<file path="config.mk">
export PLATFORM = sky130hd
export DESIGN_NAME = mac_operation_mode_control
export DESIGN_NICKNAME = d
export VERILOG_FILES = /design/src/common/opmode_pkg.sv /design/src/core/tx_start_gate.sv /design/src/core/mac_operation_mode_control.sv
export VERILOG_INCLUDE_DIRS = /design/src /design/src/common
export SDC_FILE = /design/constraint.sdc
export NUM_CORES = 1
export LEC_CHECK = 0
export ABC_AREA = 1
export BUFFER_PORTS_ARGS = -buffer_cell sky130_fd_sc_hd__buf_2
export CAP_MARGIN = 25
export CORE_ASPECT_RATIO = 0.9
export CORE_MARGIN = 2
export CORE_UTILIZATION = 45
export CTS_CLUSTER_DIAMETER = 50
export DETAILED_ROUTE_END_ITERATION = 8
export PLACE_DENSITY = 0.76
export SLEW_MARGIN = 30
export SYNTH_ARGS = -nofsm -noshare
export SYNTH_HDL_FRONTEND = slang
export SYNTH_HIERARCHICAL = 1
export SYNTH_SLANG_ARGS = --single-unit
export TNS_END_PERCENT = 5
</file>
<file path="constraint.sdc">
create_clock -name I_CLK -period 4.2 [get_ports I_CLK]
set_clock_uncertainty 0.2 [all_clocks]
set_input_delay 0.21 -clock I_CLK [delete_from_list [all_inputs] [get_ports I_CLK]]
set_output_delay 0.21 -clock I_CLK [all_outputs]
set_load 0.03 [all_outputs]
</file>
<file path="src/common/opmode_map.svh">
/*
 * register offsets, bit positions, reset values and threshold byte counts
 * for the operation mode control block.
 * assumes: included by bare name; definitions only.
 */
`ifndef OPMODE_MAP_SVH
`define OPMODE_MAP_SVH

// apb byte offsets
`define OFS_OPMODE 12'h000
`define OFS_ANEG 12'h004
`define OFS_STATUS 12'h008

// operation mode register fields
`define B_SCRAMBLE 24
`define B_PCS 23
`define B_TTM 22
`define B_SF 21
`define B_HBD 19
`define B_PORT 18
`define B_COE 17
`define B_THR_HI 15
`define B_THR_LO 14
`define B_TXRUN 13
`define B_FCOLL 12
`define B_LOOP_HI 11
`define B_LOOP_LO 10
`define B_FD 9
`define B_PM 7
`define B_PR 6
`define B_SB 5
`define B_INV 4
`define B_PB 3
`define B_HO 2
`define B_RXRUN 1
`define B_HP 0

// writable bits, hardware reset value, bits kept over a software reset
`define OPMODE_WMASK 32'h01EEFEEA
`define OPMODE_RST 32'h01800000
`define OPMODE_KEEP 32'h01040040

// autoneg control enable bit, status rx state field
`define B_ANEG_EN 7
`define B_RXST_LO 17

// transmit thresholds in bytes
`define THR100_0 11'h080
`define THR100_1 11'h100
`define THR100_2 11'h200
`define THR100_3 11'h400
`define THR10_0 11'h048
`define THR10_1 11'h060
`define THR10_2 11'h080
`define THR10_3 11'h0A0

// collisions that count as excessive
`define EXCESS_COLL 5'h10

`endif

</file>
<file path="src/common/opmode_pkg.sv">
/*
 * types for the operation mode control block.
 * assumes: offsets and fields come from opmode_map.svh.
 */
package opmode_pkg;
    // receive process states, coded onto the status field by function
    typedef enum logic [2:0] {
        RX_STOP, RX_FETCH, RX_CHECK, RX_WAIT, RX_SUSP, RX_CLOSE, RX_PURGE, RX_QUEUE
    } rx_state_t;
    // selected data port
    typedef enum logic [1:0] {PORT_NONE, PORT_ANEG, PORT_10BT, PORT_100TX} port_mode_t;
    // address filter modes
    typedef enum logic [2:0] {
        FLT_PERFECT16, FLT_HASH_ONE, FLT_HASH_ALL, FLT_INVERSE, FLT_PROMISC, FLT_ALLMC, FLT_OTHER
    } filter_mode_t;
    // transmit fifo fill report
    typedef struct packed {
        logic [10:0] bytes;
        logic full_frame;
    } txfifo_fill_t;
    // receive dma events
    typedef struct packed {
        logic desc_avail;
        logic poll;
        logic frame_start;
        logic chunk_done;
        logic frame_end;
        logic close_done;
    } rx_event_t;
endpackage

</file>
<file path="src/core/tx_start_gate.sv">
/*
 * decides when the transmitter may begin sending a frame from its fifo.
 * assumes: fifo fill report synchronous to the clock; one clock.
 */
`timescale 1ns/100ps
`include "opmode_map.svh"
module tx_start_gate
    import opmode_pkg::*;
(
    input wire logic i_clk,
    input wire logic i_reset,
    input wire logic i_run,
    input wire logic i_store_forward,
    input wire logic i_tx_threshold_mode,
    input wire logic [1:0] i_threshold_code,
    input wire txfifo_fill_t i_fill,
    output logic o_start
);

    // threshold byte count for the mode and code
    function automatic logic [10:0] thr_bytes(input logic ten, input logic [1:0] code);
        case (code)
            2'h0: thr_bytes = ten ? `THR10_0 : `THR100_0;
            2'h1: thr_bytes = ten ? `THR10_1 : `THR100_1;
            2'h2: thr_bytes = ten ? `THR10_2 : `THR100_2;
            default: thr_bytes = ten ? `THR10_3 : `THR100_3;
        endcase
    endfunction

    logic over_thr; // fill strictly above threshold

    ////////////////////////////////////////////////////////////////////////
    // start decision
    always_comb begin
        over_thr = i_fill.bytes > thr_bytes(i_tx_threshold_mode, i_threshold_code);
    end

    // registered start; while running, whole frames go in either mode, short ones included
    always_ff @(posedge i_clk) begin
        if (i_reset) begin
            o_start <= 1'b0;
        end else if (!i_run) begin
            o_start <= 1'b0;
        end else if (i_store_forward) begin
            o_start <= i_fill.full_frame;
        end else begin
            o_start <= over_thr | i_fill.full_frame;
        end
    end

endmodule

</file>
<file path="src/core/mac_operation_mode_control.sv">
/*
 * operation mode control: apb registers for the operation mode word,
 * autoneg enable and receive state; drives mac and phy configuration,
 * the receive process state machine and the transmit start gate.
 * assumes: one 250 MHz clock, synchronous active-high reset, apb master,
 * dma and mac event inputs synchronous to the clock.
 */
//
// Overview of operation
// - rx codes 000 stop/fetch, 010, 011
// - rx codes 100, 101, 110, 111 as listed
// - bit 24 scrambler, default set, soft-kept
// - bit 23 coding sublayer; symbols need bit18
// - store-forward waits for whole frame
// - bit 19 disables heartbeat in 10 mode
// - bit 18 picks 100; reset 0, soft-kept
// - bit 17 selects modified backoff
// - threshold bytes by bits 15:14
// - bit 22 picks 10 threshold set
// - bit 13 runs or stops transmit
// - bits 11:10 pick loopback mode
// - full duplex: no heartbeat, no internal loop
// - bit 7 passes all multicast
// - bit 6 promiscuous, clear, soft-kept
// - bit 5 gates backoff on carrier
// - bit 3 passes bad frames
// - bits 4,2,0 are read-only filter flags
// - filter bits decode to filter mode
// - port chosen from aneg, 18, 22, 23, 24
// - autoneg control bit 7 enables autoneg
`timescale 1ns/100ps
`include "opmode_map.svh"
module mac_operation_mode_control
    import opmode_pkg::*;
(
    input wire logic I_CLK,
    input wire logic I_RESET,
    input wire logic I_SOFT_RESET,
    input wire logic I_PSEL,
    input wire logic I_PENABLE,
    input wire logic I_PWRITE,
    input wire logic [11:0] I_PADDR,
    input wire logic [31:0] I_PWDATA,
    output logic [31:0] O_PRDATA,
    output logic O_PREADY,
    output logic O_PSLVERR,
    input wire logic I_FILT_INVERSE,
    input wire logic I_FILT_HASH_ONLY,
    input wire logic I_FILT_HASH_MC,
    input wire rx_event_t I_RX_EVT,
    input wire txfifo_fill_t I_TX_FILL,
    input wire logic I_CARRIER,
    input wire logic I_COLLISION,
    input wire logic I_TX_ATTEMPT_DONE,
    output logic O_TX_START,
    output logic O_TX_RUN,
    output logic O_RX_RUN,
    output logic [2:0] O_RX_STATE,
    output logic O_SCRAMBLE_EN,
    output logic O_PCS_EN,
    output logic O_SYMBOL_MODE,
    output logic O_HEARTBEAT_EN,
    output logic O_BACKOFF_MODIFIED,
    output logic O_BACKOFF_HOLD,
    output logic [1:0] O_LOOPBACK_SEL,
    output logic O_FORCE_COLLIDE,
    output logic O_LINK_WORD_FD,
    output logic O_BAD_FRAME_PASS,
    output port_mode_t O_PORT_MODE,
    output filter_mode_t O_FILTER_MODE,
    output logic O_EXCESS_COLL
);

    // status code for each receive state
    function automatic logic [2:0] rx_code(input rx_state_t s);
        case (s)
            RX_CHECK: rx_code = 3'h2;
            RX_WAIT: rx_code = 3'h3;
            RX_SUSP: rx_code = 3'h4;
            RX_CLOSE: rx_code = 3'h5;
            RX_PURGE: rx_code = 3'h6;
            RX_QUEUE: rx_code = 3'h7;
            default: rx_code = 3'h0; // stopped or fetching
        endcase
    endfunction

    // register decode
    function automatic logic map_hit(input logic [11:0] a);
        map_hit = (a == `OFS_OPMODE) || (a == `OFS_ANEG) || (a == `OFS_STATUS);
    endfunction

    logic [31:0] opmode_q; // writable part of operation mode word
    logic aneg_en_q; // autoneg enable
    logic [2:0] filt_q; // read-only filter flags: inv, ho, hp
    rx_state_t rx_q; // receive process state
    rx_state_t rx_d;
    logic [4:0] coll_cnt_q; // collisions this attempt
    logic setup_ph; // apb setup cycle
    logic wr_op; // write to operation mode taken
    logic [31:0] opmode_rd; // read view of operation mode
    logic loop_internal; // requested loopback is internal
    logic fd; // full duplex

    assign setup_ph = I_PSEL & ~I_PENABLE;
    assign wr_op = I_PSEL & I_PENABLE & O_PREADY & I_PWRITE & (I_PADDR == `OFS_OPMODE);
    assign fd = opmode_q[`B_FD];
    assign loop_internal = opmode_q[`B_LOOP_LO];

    // reserved bits zero, filter flags merged in
    always_comb begin
        opmode_rd = opmode_q & `OPMODE_WMASK;
        opmode_rd[`B_INV] = filt_q[2];
        opmode_rd[`B_HO] = filt_q[1];
        opmode_rd[`B_HP] = filt_q[0];
    end

    ////////////////////////////////////////////////////////////////////////
    // apb slave: zero wait states, answer ready in the access cycle
    always_ff @(posedge I_CLK) begin
        if (I_RESET) begin
            O_PREADY <= 1'b0;
            O_PSLVERR <= 1'b0;
            O_PRDATA <= 32'h00000000;
        end else if (setup_ph) begin
            O_PREADY <= 1'b1;
            O_PSLVERR <= ~map_hit(I_PADDR);
            // unmapped and write reads return zero
            if (I_PWRITE || !map_hit(I_PADDR)) begin
                O_PRDATA <= 32'h00000000;
            end else if (I_PADDR == `OFS_OPMODE) begin
                O_PRDATA <= opmode_rd;
            end else if (I_PADDR == `OFS_ANEG) begin
                O_PRDATA <= {24'h000000, aneg_en_q, 7'h00};
            end else begin
                O_PRDATA <= {12'h000, rx_code(rx_q), 17'h00000};
            end
        end else begin
            O_PREADY <= 1'b0;
            O_PSLVERR <= 1'b0;
        end
    end

    ////////////////////////////////////////////////////////////////////////
    // operation mode word; software reset spares the kept bits
    always_ff @(posedge I_CLK) begin
        if (I_RESET) begin
            opmode_q <= `OPMODE_RST;
        end else if (I_SOFT_RESET) begin
            opmode_q <= (opmode_q & `OPMODE_KEEP) | (`OPMODE_RST & ~`OPMODE_KEEP);
        end else if (wr_op) begin
            opmode_q <= I_PWDATA & `OPMODE_WMASK;
        end
    end

    // autoneg enable bit
    always_ff @(posedge I_CLK) begin
        if (I_RESET) begin
            aneg_en_q <= 1'b0;
        end else if (I_PSEL && I_PENABLE && O_PREADY && I_PWRITE && I_PADDR == `OFS_ANEG) begin
            aneg_en_q <= I_PWDATA[`B_ANEG_EN];
        end
    end

    // filter flags follow the setup-frame logic, never software
    always_ff @(posedge I_CLK) begin
        if (I_RESET || I_SOFT_RESET) begin
            filt_q <= 3'h0;
        end else begin
            filt_q <= {I_FILT_INVERSE, I_FILT_HASH_ONLY, I_FILT_HASH_MC};
        end
    end

    ////////////////////////////////////////////////////////////////////////
    // receive process next state
    always_comb begin
        rx_d = rx_q;
        case (rx_q)
            RX_STOP: begin
                if (opmode_q[`B_RXRUN]) rx_d = RX_FETCH;
            end
            RX_FETCH: begin
                // stop only between frames
                if (!opmode_q[`B_RXRUN]) rx_d = RX_STOP;
                else if (I_RX_EVT.desc_avail) rx_d = RX_WAIT;
                else rx_d = RX_SUSP;
            end
            RX_WAIT: begin
                if (!opmode_q[`B_RXRUN]) rx_d = RX_STOP;
                else if (I_RX_EVT.frame_start) rx_d = RX_QUEUE;
            end
            RX_QUEUE: begin
                if (I_RX_EVT.chunk_done) rx_d = RX_CHECK;
            end
            RX_CHECK: begin
                if (I_RX_EVT.frame_end) rx_d = RX_CLOSE;
                else rx_d = RX_QUEUE;
            end
            RX_CLOSE: begin
                if (I_RX_EVT.close_done) rx_d = RX_FETCH;
            end
            RX_SUSP: begin
                // poll or new frame retries the descriptor
                if (!opmode_q[`B_RXRUN]) rx_d = RX_STOP;
                else if (I_RX_EVT.poll) rx_d = RX_FETCH;
                else if (I_RX_EVT.frame_start) rx_d = I_RX_EVT.desc_avail ? RX_QUEUE : RX_PURGE;
            end
            RX_PURGE: begin
                if (I_RX_EVT.frame_end) rx_d = RX_SUSP;
            end
            default: rx_d = RX_STOP;
        endcase
    end

    // receive state register
    always_ff @(posedge I_CLK) begin
        if (I_RESET || I_SOFT_RESET) begin
            rx_q <= RX_STOP;
        end else begin
            rx_q <= rx_d;
        end
    end

    // exported state code
    always_ff @(posedge I_CLK) begin
        if (I_RESET || I_SOFT_RESET) begin
            O_RX_STATE <= 3'h0;
        end else begin
            O_RX_STATE <= rx_code(rx_d);
        end
    end

    ////////////////////////////////////////////////////////////////////////
    // transmit start gate
    tx_start_gate u_gate (
        .i_clk(I_CLK),
        .i_reset(I_RESET),
        .i_run(opmode_q[`B_TXRUN]),
        .i_store_forward(opmode_q[`B_SF]),
        .i_tx_threshold_mode(opmode_q[`B_TTM]),
        .i_threshold_code(opmode_q[`B_THR_HI:`B_THR_LO]),
        .i_fill(I_TX_FILL),
        .o_start(O_TX_START)
    );

    // collision count per attempt; saturates at the excessive mark
    always_ff @(posedge I_CLK) begin
        if (I_RESET || I_TX_ATTEMPT_DONE) begin
            coll_cnt_q <= 5'h00;
        end else if ((I_COLLISION || O_FORCE_COLLIDE) && coll_cnt_q != `EXCESS_COLL) begin
            coll_cnt_q <= coll_cnt_q + 5'h01;
        end
    end

    // excessive collision flag for descriptor status bit 8
    always_ff @(posedge I_CLK) begin
        if (I_RESET) begin
            O_EXCESS_COLL <= 1'b0;
        end else if (I_TX_ATTEMPT_DONE) begin
            O_EXCESS_COLL <= (coll_cnt_q == `EXCESS_COLL);
        end
    end

    ////////////////////////////////////////////////////////////////////////
    // mac and phy configuration outputs
    always_ff @(posedge I_CLK) begin
        if (I_RESET) begin
            O_TX_RUN <= 1'b0;
            O_RX_RUN <= 1'b0;
            O_SCRAMBLE_EN <= 1'b1;
            O_PCS_EN <= 1'b1;
            O_SYMBOL_MODE <= 1'b0;
            O_HEARTBEAT_EN <= 1'b0;
            O_BACKOFF_MODIFIED <= 1'b0;
            O_BACKOFF_HOLD <= 1'b0;
            O_LOOPBACK_SEL <= 2'h0;
            O_FORCE_COLLIDE <= 1'b0;
            O_LINK_WORD_FD <= 1'b0;
            O_BAD_FRAME_PASS <= 1'b0;
        end else begin
            O_TX_RUN <= opmode_q[`B_TXRUN];
            O_RX_RUN <= opmode_q[`B_RXRUN];
            O_SCRAMBLE_EN <= opmode_q[`B_SCRAMBLE];
            O_PCS_EN <= opmode_q[`B_PCS];
            O_SYMBOL_MODE <= opmode_q[`B_PCS] & opmode_q[`B_PORT];
            // heartbeat only in 10 half duplex with sqe left on
            O_HEARTBEAT_EN <= ~opmode_q[`B_PORT] & ~opmode_q[`B_HBD] & ~fd;
            O_BACKOFF_MODIFIED <= opmode_q[`B_COE];
            // carrier pauses the backoff timer only when gated
            O_BACKOFF_HOLD <= opmode_q[`B_SB] & I_CARRIER;
            // internal loopback refused under full duplex
            O_LOOPBACK_SEL <= (fd && loop_internal) ? 2'h0 : opmode_q[`B_LOOP_HI:`B_LOOP_LO];
            // forced collisions only while looped inside
            O_FORCE_COLLIDE <= opmode_q[`B_FCOLL] & loop_internal & ~fd & O_TX_START;
            O_LINK_WORD_FD <= fd;
            O_BAD_FRAME_PASS <= opmode_q[`B_PB];
        end
    end

    // port selection; undefined combinations report none
    always_ff @(posedge I_CLK) begin
        if (I_RESET) begin
            O_PORT_MODE <= PORT_NONE;
        end else if (aneg_en_q && !opmode_q[`B_PORT] && opmode_q[`B_SCRAMBLE]) begin
            O_PORT_MODE <= PORT_ANEG;
        end else if (!aneg_en_q && !opmode_q[`B_PORT] && opmode_q[`B_TTM] && !opmode_q[`B_SCRAMBLE]) begin
            O_PORT_MODE <= PORT_10BT;
        end else if (!aneg_en_q && opmode_q[`B_PORT] && !opmode_q[`B_TTM] && opmode_q[`B_PCS]) begin
            O_PORT_MODE <= PORT_100TX;
        end else begin
            O_PORT_MODE <= PORT_NONE;
        end
    end

    // filter mode from pm, pr, inv, ho, hp
    always_ff @(posedge I_CLK) begin
        if (I_RESET) begin
            O_FILTER_MODE <= FLT_PERFECT16;
        end else begin
            case ({opmode_q[`B_PM], opmode_q[`B_PR], filt_q})
                5'b00000: O_FILTER_MODE <= FLT_PERFECT16;
                5'b00001: O_FILTER_MODE <= FLT_HASH_ONE;
                5'b00011: O_FILTER_MODE <= FLT_HASH_ALL;
                5'b00100: O_FILTER_MODE <= FLT_INVERSE;
                5'b01000, 5'b01001, 5'b11000, 5'b11001, 5'b01011: O_FILTER_MODE <= FLT_PROMISC;
                5'b10000, 5'b10001, 5'b10011: O_FILTER_MODE <= FLT_ALLMC;
                default: O_FILTER_MODE <= FLT_OTHER;
            endcase
        end
    end

endmodule

</file>
==> results of run 1 <==
state kept, by name, summed over array words and instances (netlist names), 2 cells and up:
name,count
O_FILTER_MODE,3
O_LOOPBACK_SEL,2
O_PORT_MODE,2
O_PRDATA,22
O_RX_STATE,2
coll_cnt_q,5
filt_q,3
opmode_q,19
rx_q,3
worst reg2reg max path, delay by kind of cell (launching register included):
family,cells,cell delay (ps)
fa+ha+maj,1,290
flops,1,430
compound gates,1,50
buf+inv,2,110
simple gates,7,790
per-layer routing:
layer  global-route usage, %  vias up  part of all wire (%)
li1                        -     1689                     -
met1                    25.7     1466                    43
met2                    36.6      116                    48
met3                    4.17       14                   7.5
met4                    8.44        0                   1.9
met5                       0        -                     0
power by group:
group / internal [uW] / total [uW] / switching, uW
combinational: 50.1 / 118 / 68.2
clock: 366 / 617 / 251
sequential: 734 / 736 / 2.51
worst max-delay path by stage:
stage | to | depth (start not counted) | slack, ps
global route | u_gate/o_start | 12 | 2070
floorplan | u_gate/o_start | 12 | 2440
global placement | O_PRDATA[4] | 8 | 1980
detailed placement | O_PRDATA[2] | 8 | 1940
finish | u_gate/o_start | 11 | 2230
CTS | u_gate/o_start | 11 | 2220
stage by stage:
stage / power (uW) / std cells / util (%) / worst slack, ps
floorplan: 819 / 465 / - / 2440
global placement: 852 / 645 / 53.1 / 1980
detailed placement: 855 / 645 / 53.1 / 1940
CTS: 1480 / 685 / 59.4 / 2220
global route: 1530 / 685 / 59.4 / 2070
finish: 1470 / 685 / 59.4 / 2230
synthesized netlist by cell type, drive strengths merged:
cell | number | area (um2)
a21boi | 2 | 15.0
o211ai | 1 | 7.51
a21o | 1 | 8.76
nor4 | 3 | 18.8
a211oi | 1 | 7.51
a21oi | 37 | 208
o41ai | 1 | 8.76
dfxtp | 77 | 1540
o21bai | 1 | 7.51
clkinv | 1 | 5.00
conb | 1 | 3.75
o22ai | 1 | 6.26
inv | 55 | 206
ha | 9 | 113
nand2 | 108 | 418
or2 | 3 | 21.3
nand4 | 3 | 33.8
nand3 | 35 | 193
and3 | 1 | 6.26
buf | 17 | 139
o21ai | 28 | 140
nor2b | 1 | 6.26
o31ai | 1 | 7.51
nor3 | 2 | 10.0
clkbuf | 7 | 26.3
a31oi | 1 | 6.26
nor2 | 58 | 250
repair_timing:
item | 4_1_cts | 5_1_grt
endpoints found under the hold margin | 25 | 0
hold buffers | 24 | 0
gates resized for setup | 0 | 0
cell families after synthesis:
family / count (synthesis) / synth area share [%]
buffers and inverters: 80 / 11.0
AO/OA/AOI/OAI: 75 / 12.4
adder cells (fa/ha/maj): 9 / 3.30
AND/OR/NAND/NOR: 214 / 28.0
flip-flops: 77 / 45.1
other: 1 / 0.110
cell type report:
cell class	instances	area [um2]
fill	703	3020
sequential	77	1540
multi-input combinational	308	1530
timing repair buffer	132	783
inverter	56	211
clock buffer	12	155
tap	96	120
clock inverter	4	70.1
==> impl_metrics.toml, run 1 <==
[status]
outcome = "finished, final reports clean"

[layout]
layout_common_cells = "buf_2, nand2_1, dfxtp_1"
mostFrequentLayoutCell = "buf_2"
nets = 667
finalInstanceArea_um2 = 4410
antenna_cells = 0
syn_to_final_growth_pct = 29.2
drive_above_1_share_pct = 24.4

[logic_synthesis]
ys_ff_latch = 77
synthCells = 456
ys_warn_count = 6
synth.avg_cell_area_um2 = 7.49
syn_area_um2 = 3410
yosysSeqAreaShare_pct = 45.1
ys_types = 40

[die]
die_h_um = 86.6
die_w_um = 95.8
io_pins = 131
start_util_pct = 45.9
fp.dieArea_um2 = 8300
core_area_um2 = 7430
rows = 30

[power_and_ir_drop]
peakVddDrop_mv = 0.131
powerDensity_nw_per_um2 = 333
leakagePower_uw = 0.00213

[grt]
grt_usage_pct = 21.2
overflow = 0
antenna_found_initial = 0
grt_pass1_vias = 3234
grt_max_degree = 29
grt_pass1_wl_mm = 13.8

[placed_design]
portBuffers = 107
placed_cell_area_um2 = 3950
gp_congestion = 0.828
dp_hpwl_mm = 6.08

[timing]
slew_headroom_pct = 46.3
worstMarginPinSlew_ps = 804
post-route-min-period_ps = 1970
finalCritPeriodShare_pct = 46.8
slew_violations = 0
whs_ps = 20.6
finalHoldViolations = 0
fmax_ghz = 0.509
setup_viol = 0
rsz0062_at_grt = "no"
tns_ps = 0

[hold_path]
holdPathStages = 4
hold_path_class = "in2reg"
worstHoldStart = "I_SOFT_RESET"
min_to = "opmode_q[24]"

[routing]
drc_errors = 0
drtPass1Iterations = 4
vias = 3285
wl_per_cell_um = 12.2
dr.first_iter.drc_count = 127
drt_wl_total_mm = 8.37
ant_nets = 0
vias_per_cell = 4.80

[critical_path]
crit_start = "opmode_q[22]"
path_cells = "nor2_1 > inv_1 > or2_1 > ha_1 > nand2_2 > nor2_1 > nand3_1 > nand2_1 > inv_1 > nand2_1 > a21oi_2"
crit_fanout = 6
crit_path_end_kind = "register"
crit_type = "reg2reg"
ff2ff_setup_slack_ps = 2230
worst-path-buf-inv = 2
r2r-start = "opmode_q[22]"
required_ps = 4230
worstPathArrival_ps = 1990
crit-reg2reg-capture = "u_gate/o_start"
critical-path-top-delay-family = "simple AND/OR/NAND/NOR gates"
rr_worst_depth = 11
crit_slowest_cell = "dfxtp_1"
critical-path-max-stage-delay_ps = 430
start_kind = "register"

[clock_tree]
root_buffer = "clkbuf_8"
clk_path_buf_depth = 2
post-cts-setup-buffers = 0
clock_latency_ps = 330
numClockSinks = 77
htree_levels = 3
cts.clk_slew.worst_paths_ps = 70
cts_tree = "done"
cts-buffers-inserted = 9

[flow_run]
drv_cap = 0
Power figures use the tool's default switching activity.
==> run 2: changes to the inputs <==
--- a/config.mk
+++ b/config.mk
@@ -11,10 +11,10 @@
 export CAP_MARGIN = 25
 export CORE_ASPECT_RATIO = 0.9
 export CORE_MARGIN = 2
-export CORE_UTILIZATION = 45
+export CORE_UTILIZATION = 44
 export CTS_CLUSTER_DIAMETER = 50
 export DETAILED_ROUTE_END_ITERATION = 8
-export PLACE_DENSITY = 0.76
+export PLACE_DENSITY = 0.78
 export SLEW_MARGIN = 30
 export SYNTH_ARGS = -nofsm -noshare
 export SYNTH_HDL_FRONTEND = slang
==> constraint.sdc (replaced) <==
create_clock -name I_CLK -period 1.68 [get_ports I_CLK]
set_clock_uncertainty 0.2 [all_clocks]
set_input_delay 0.084 -clock I_CLK [delete_from_list [all_inputs] [get_ports I_CLK]]
set_output_delay 0.084 -clock I_CLK [all_outputs]
set_load 0.03 [all_outputs]
==> run 2 against run 1 <==
Effect of this change:
- the run now ends with setup timing left
- wire length up 7.9%
- total power up 140%
- register-to-register slack worse by 2300 ps
- first-iteration DRC count up 22%
- design area up 6.5%
- sequential cell count unchanged
- clock power up 110%
- combinational power rose to 2.9 times the previous value
- critical path depth up 1
- non-clock buffer count up 24
==> impl_metrics.toml, run 2 (same netlist as run 1, synthesis figures left out) <==
[clock_tree]
numClockSinks = 77
cts.clk_slew.worst_paths_ps = 80
cts-buffers-inserted = 9
cts_tree = "done"
clk_path_buf_depth = 2
root_buffer = "clkbuf_8"
clock_latency_ps = 350
htree_levels = 3

[critical_path]
crit_slowest_cell = "dfxtp_2"
path_cells = "inv_2 > nor2_4 > inv_2 > or2_4 > ha_4 > nand2_2 > nor2_2 > nand3_1 > nand2_1 > inv_1 > nand2_1 > a21oi_2"
crit_fanout = 3
critical-path-top-delay-family = "simple AND/OR/NAND/NOR gates"
crit_path_end_kind = "register"
critical-path-max-stage-delay_ps = 340
start_kind = "register"
crit_type = "reg2reg"
worst-path-buf-inv = 3
worstPathArrival_ps = 1830
required_ps = 1730

[grt]
grt_busiest_layer = "met2"
grt_use_met3_pct = 5.75
grt_max_degree = 25
use_met2_pct = 37.8
grt_usage_pct = 21.5
gr-usage-met1_pct = 25.4
overflow = 0
grt_pass1_vias = 3267
grt_pass1_wl_mm = 14.7
antenna_found_initial = 0

[routing]
drc_errors = 0
drtPass1Iterations = 6
vias_per_cell = 4.81
ant_nets = 0
dr.first_iter.drc_count = 155
drt_wl_total_mm = 9.03
vias = 3409
wl_per_cell_um = 12.8

[layout]
antenna_cells = 0
finalInstanceArea_um2 = 4700
drive_above_1_share_pct = 28.3
layout_common_cells = "buf_2, nand2_1, dfxtp_1"
top_register = "O_PRDATA"
mostFrequentLayoutCell = "buf_2"
syn_to_final_growth_pct = 37.6
finalNonFillerCells = 708
largest_register_ff_count = 22
reg.largest.list = "O_PRDATA (22), opmode_q (19), coll_cnt_q (5)"
nets = 691

[power_and_ir_drop]
power_switching_share_pct = 24.1
power.internal_uw = 2640
clkPwrFrac_pct = 37.2
seqPwrFrac_pct = 52.9
peakVddDrop_mv = 0.318
powerDensity_nw_per_um2 = 741
leakagePower_uw = 0.00223
p_comb_share_pct = 9.9
power.switching_uw = 841
power_uw = 3480

[status]
outcome = "complete, but fails checks"
violations = "setup timing"

[hold_path]
hold_path_class = "in2reg"

[placed_design]
dp_hpwl_mm = 6.35
gp_congestion = 0.908
placed_cell_area_um2 = 4040
dp_cells = 655
portBuffers = 107

[die]
io_pins = 131
core_area_um2 = 7540
start_util_pct = 45.3
die_h_um = 87.6
fp.dieArea_um2 = 8480
rows = 30
die_w_um = 96.9

[timing]
post-route-min-period_ps = 1780
finalCritPeriodShare_pct = 106
slew_violations = 0
fmax_ghz = 0.561
rsz0062_at_grt = "yes"
worst_slack_ps = -101
setup_viol = 1
finalHoldViolations = 0

[flow_run]
drv_cap = 0
-- run 2: cell count changes in the layout (fill, tap and decap cells not counted), moves of 3 or more --
| cell | delta |
|---|---|
| dlygate4sd3_1 | +12 |
| inv_2 | +3 |
| o21ai_1 | +4 |
| inv_1 | -4 |
| o21ai_0 | -4 |
| ha_4 | +3 |
| buf_4 | +9 |
| ha_1 | -3 |
| nor2_1 | -3 |
-- run 2: cell type report --
cell class / count / area (um2)
fill: 666 / 2850
multi-input combinational: 308 / 1610
sequential: 77 / 1540
timing repair buffer: 156 / 1020
inverter: 56 / 218
clock buffer: 12 / 165
tap: 96 / 120
clock inverter: 3 / 20.0
-- run 2: path summary, 6_finish.rpt --
kind | start | end | slack (ps) | cells after the start
setup / recovery | opmode_q[15] | u_gate/o_start | -100 | 12
hold / removal | I_RX_EVT[3] | rx_q[1] | 20 | 7
setup reg to reg | opmode_q[15] | u_gate/o_start | -100 | 12
hold reg to reg | opmode_q[19] | O_HEARTBEAT_EN | 220 | 1
-- run 2: power groups by stage --
stage                     combinational [uW]  clock (uW)  sequential, uW
final                                    346        1290            1840
after global routing                     381        1390            1840
after CTS                                327        1320            1840
after detailed placement                 261           0            1880
after global placement                   256           0            1880
after floorplan                          151           0            1900
-- run 2: repair_timing --
| action | 4_1_cts | 5_1_grt |
|---|---|---|
| gates resized for setup | 2 | 25 |
| hold buffers | 36 | 0 |
| pin swaps | 3 | 5 |
| hold endpoints to repair | 40 | 0 |
| cloned | 0 | 0 |
| buffers inserted | 1 | 1 |
| setup endpoints to repair | 3 | 39 |
-- run 2: worst register-to-register path, delay by kind of cell, from the launching register on --
family                   cells  cell delay [ps]
buffers and inverters        3              130
AND/OR/NAND/NOR              7              710
AO/OA/AOI/OAI                1               50
adder cells (fa/ha/maj)      1              260
flip-flops                   1              340
-- run 2: layer usage --
| metal | vias to the layer above | routed length [um] |
|---|---|---|
| li1 | 1736 | - |
| met1 | 1543 | 3940 |
| met2 | 108 | 4460 |
| met3 | 22 | 458 |
| met4 | 0 | 171 |
| met5 | - | 0 |
-- run 2: stage by stage --
| step | hold slack, ps | setup slack (ps) | util [%] | setup TNS, ps |
|---|---|---|---|---|
| 6_report | 17.0 | -101 | 62.3 | -101 |
| 5_1_grt | 69.8 | -210 | 62.3 | -271 |
| 4_1_cts | 1.42 | -98.0 | 60.9 | -98.0 |
| 3_5_place_dp | 112 | -110 | 53.5 | -119 |
| 3_3_place_gp | 106 | -57.6 | 53.5 | -57.6 |
| 2_1_floorplan | -3.78 | -30.5 | - | -30.5 |
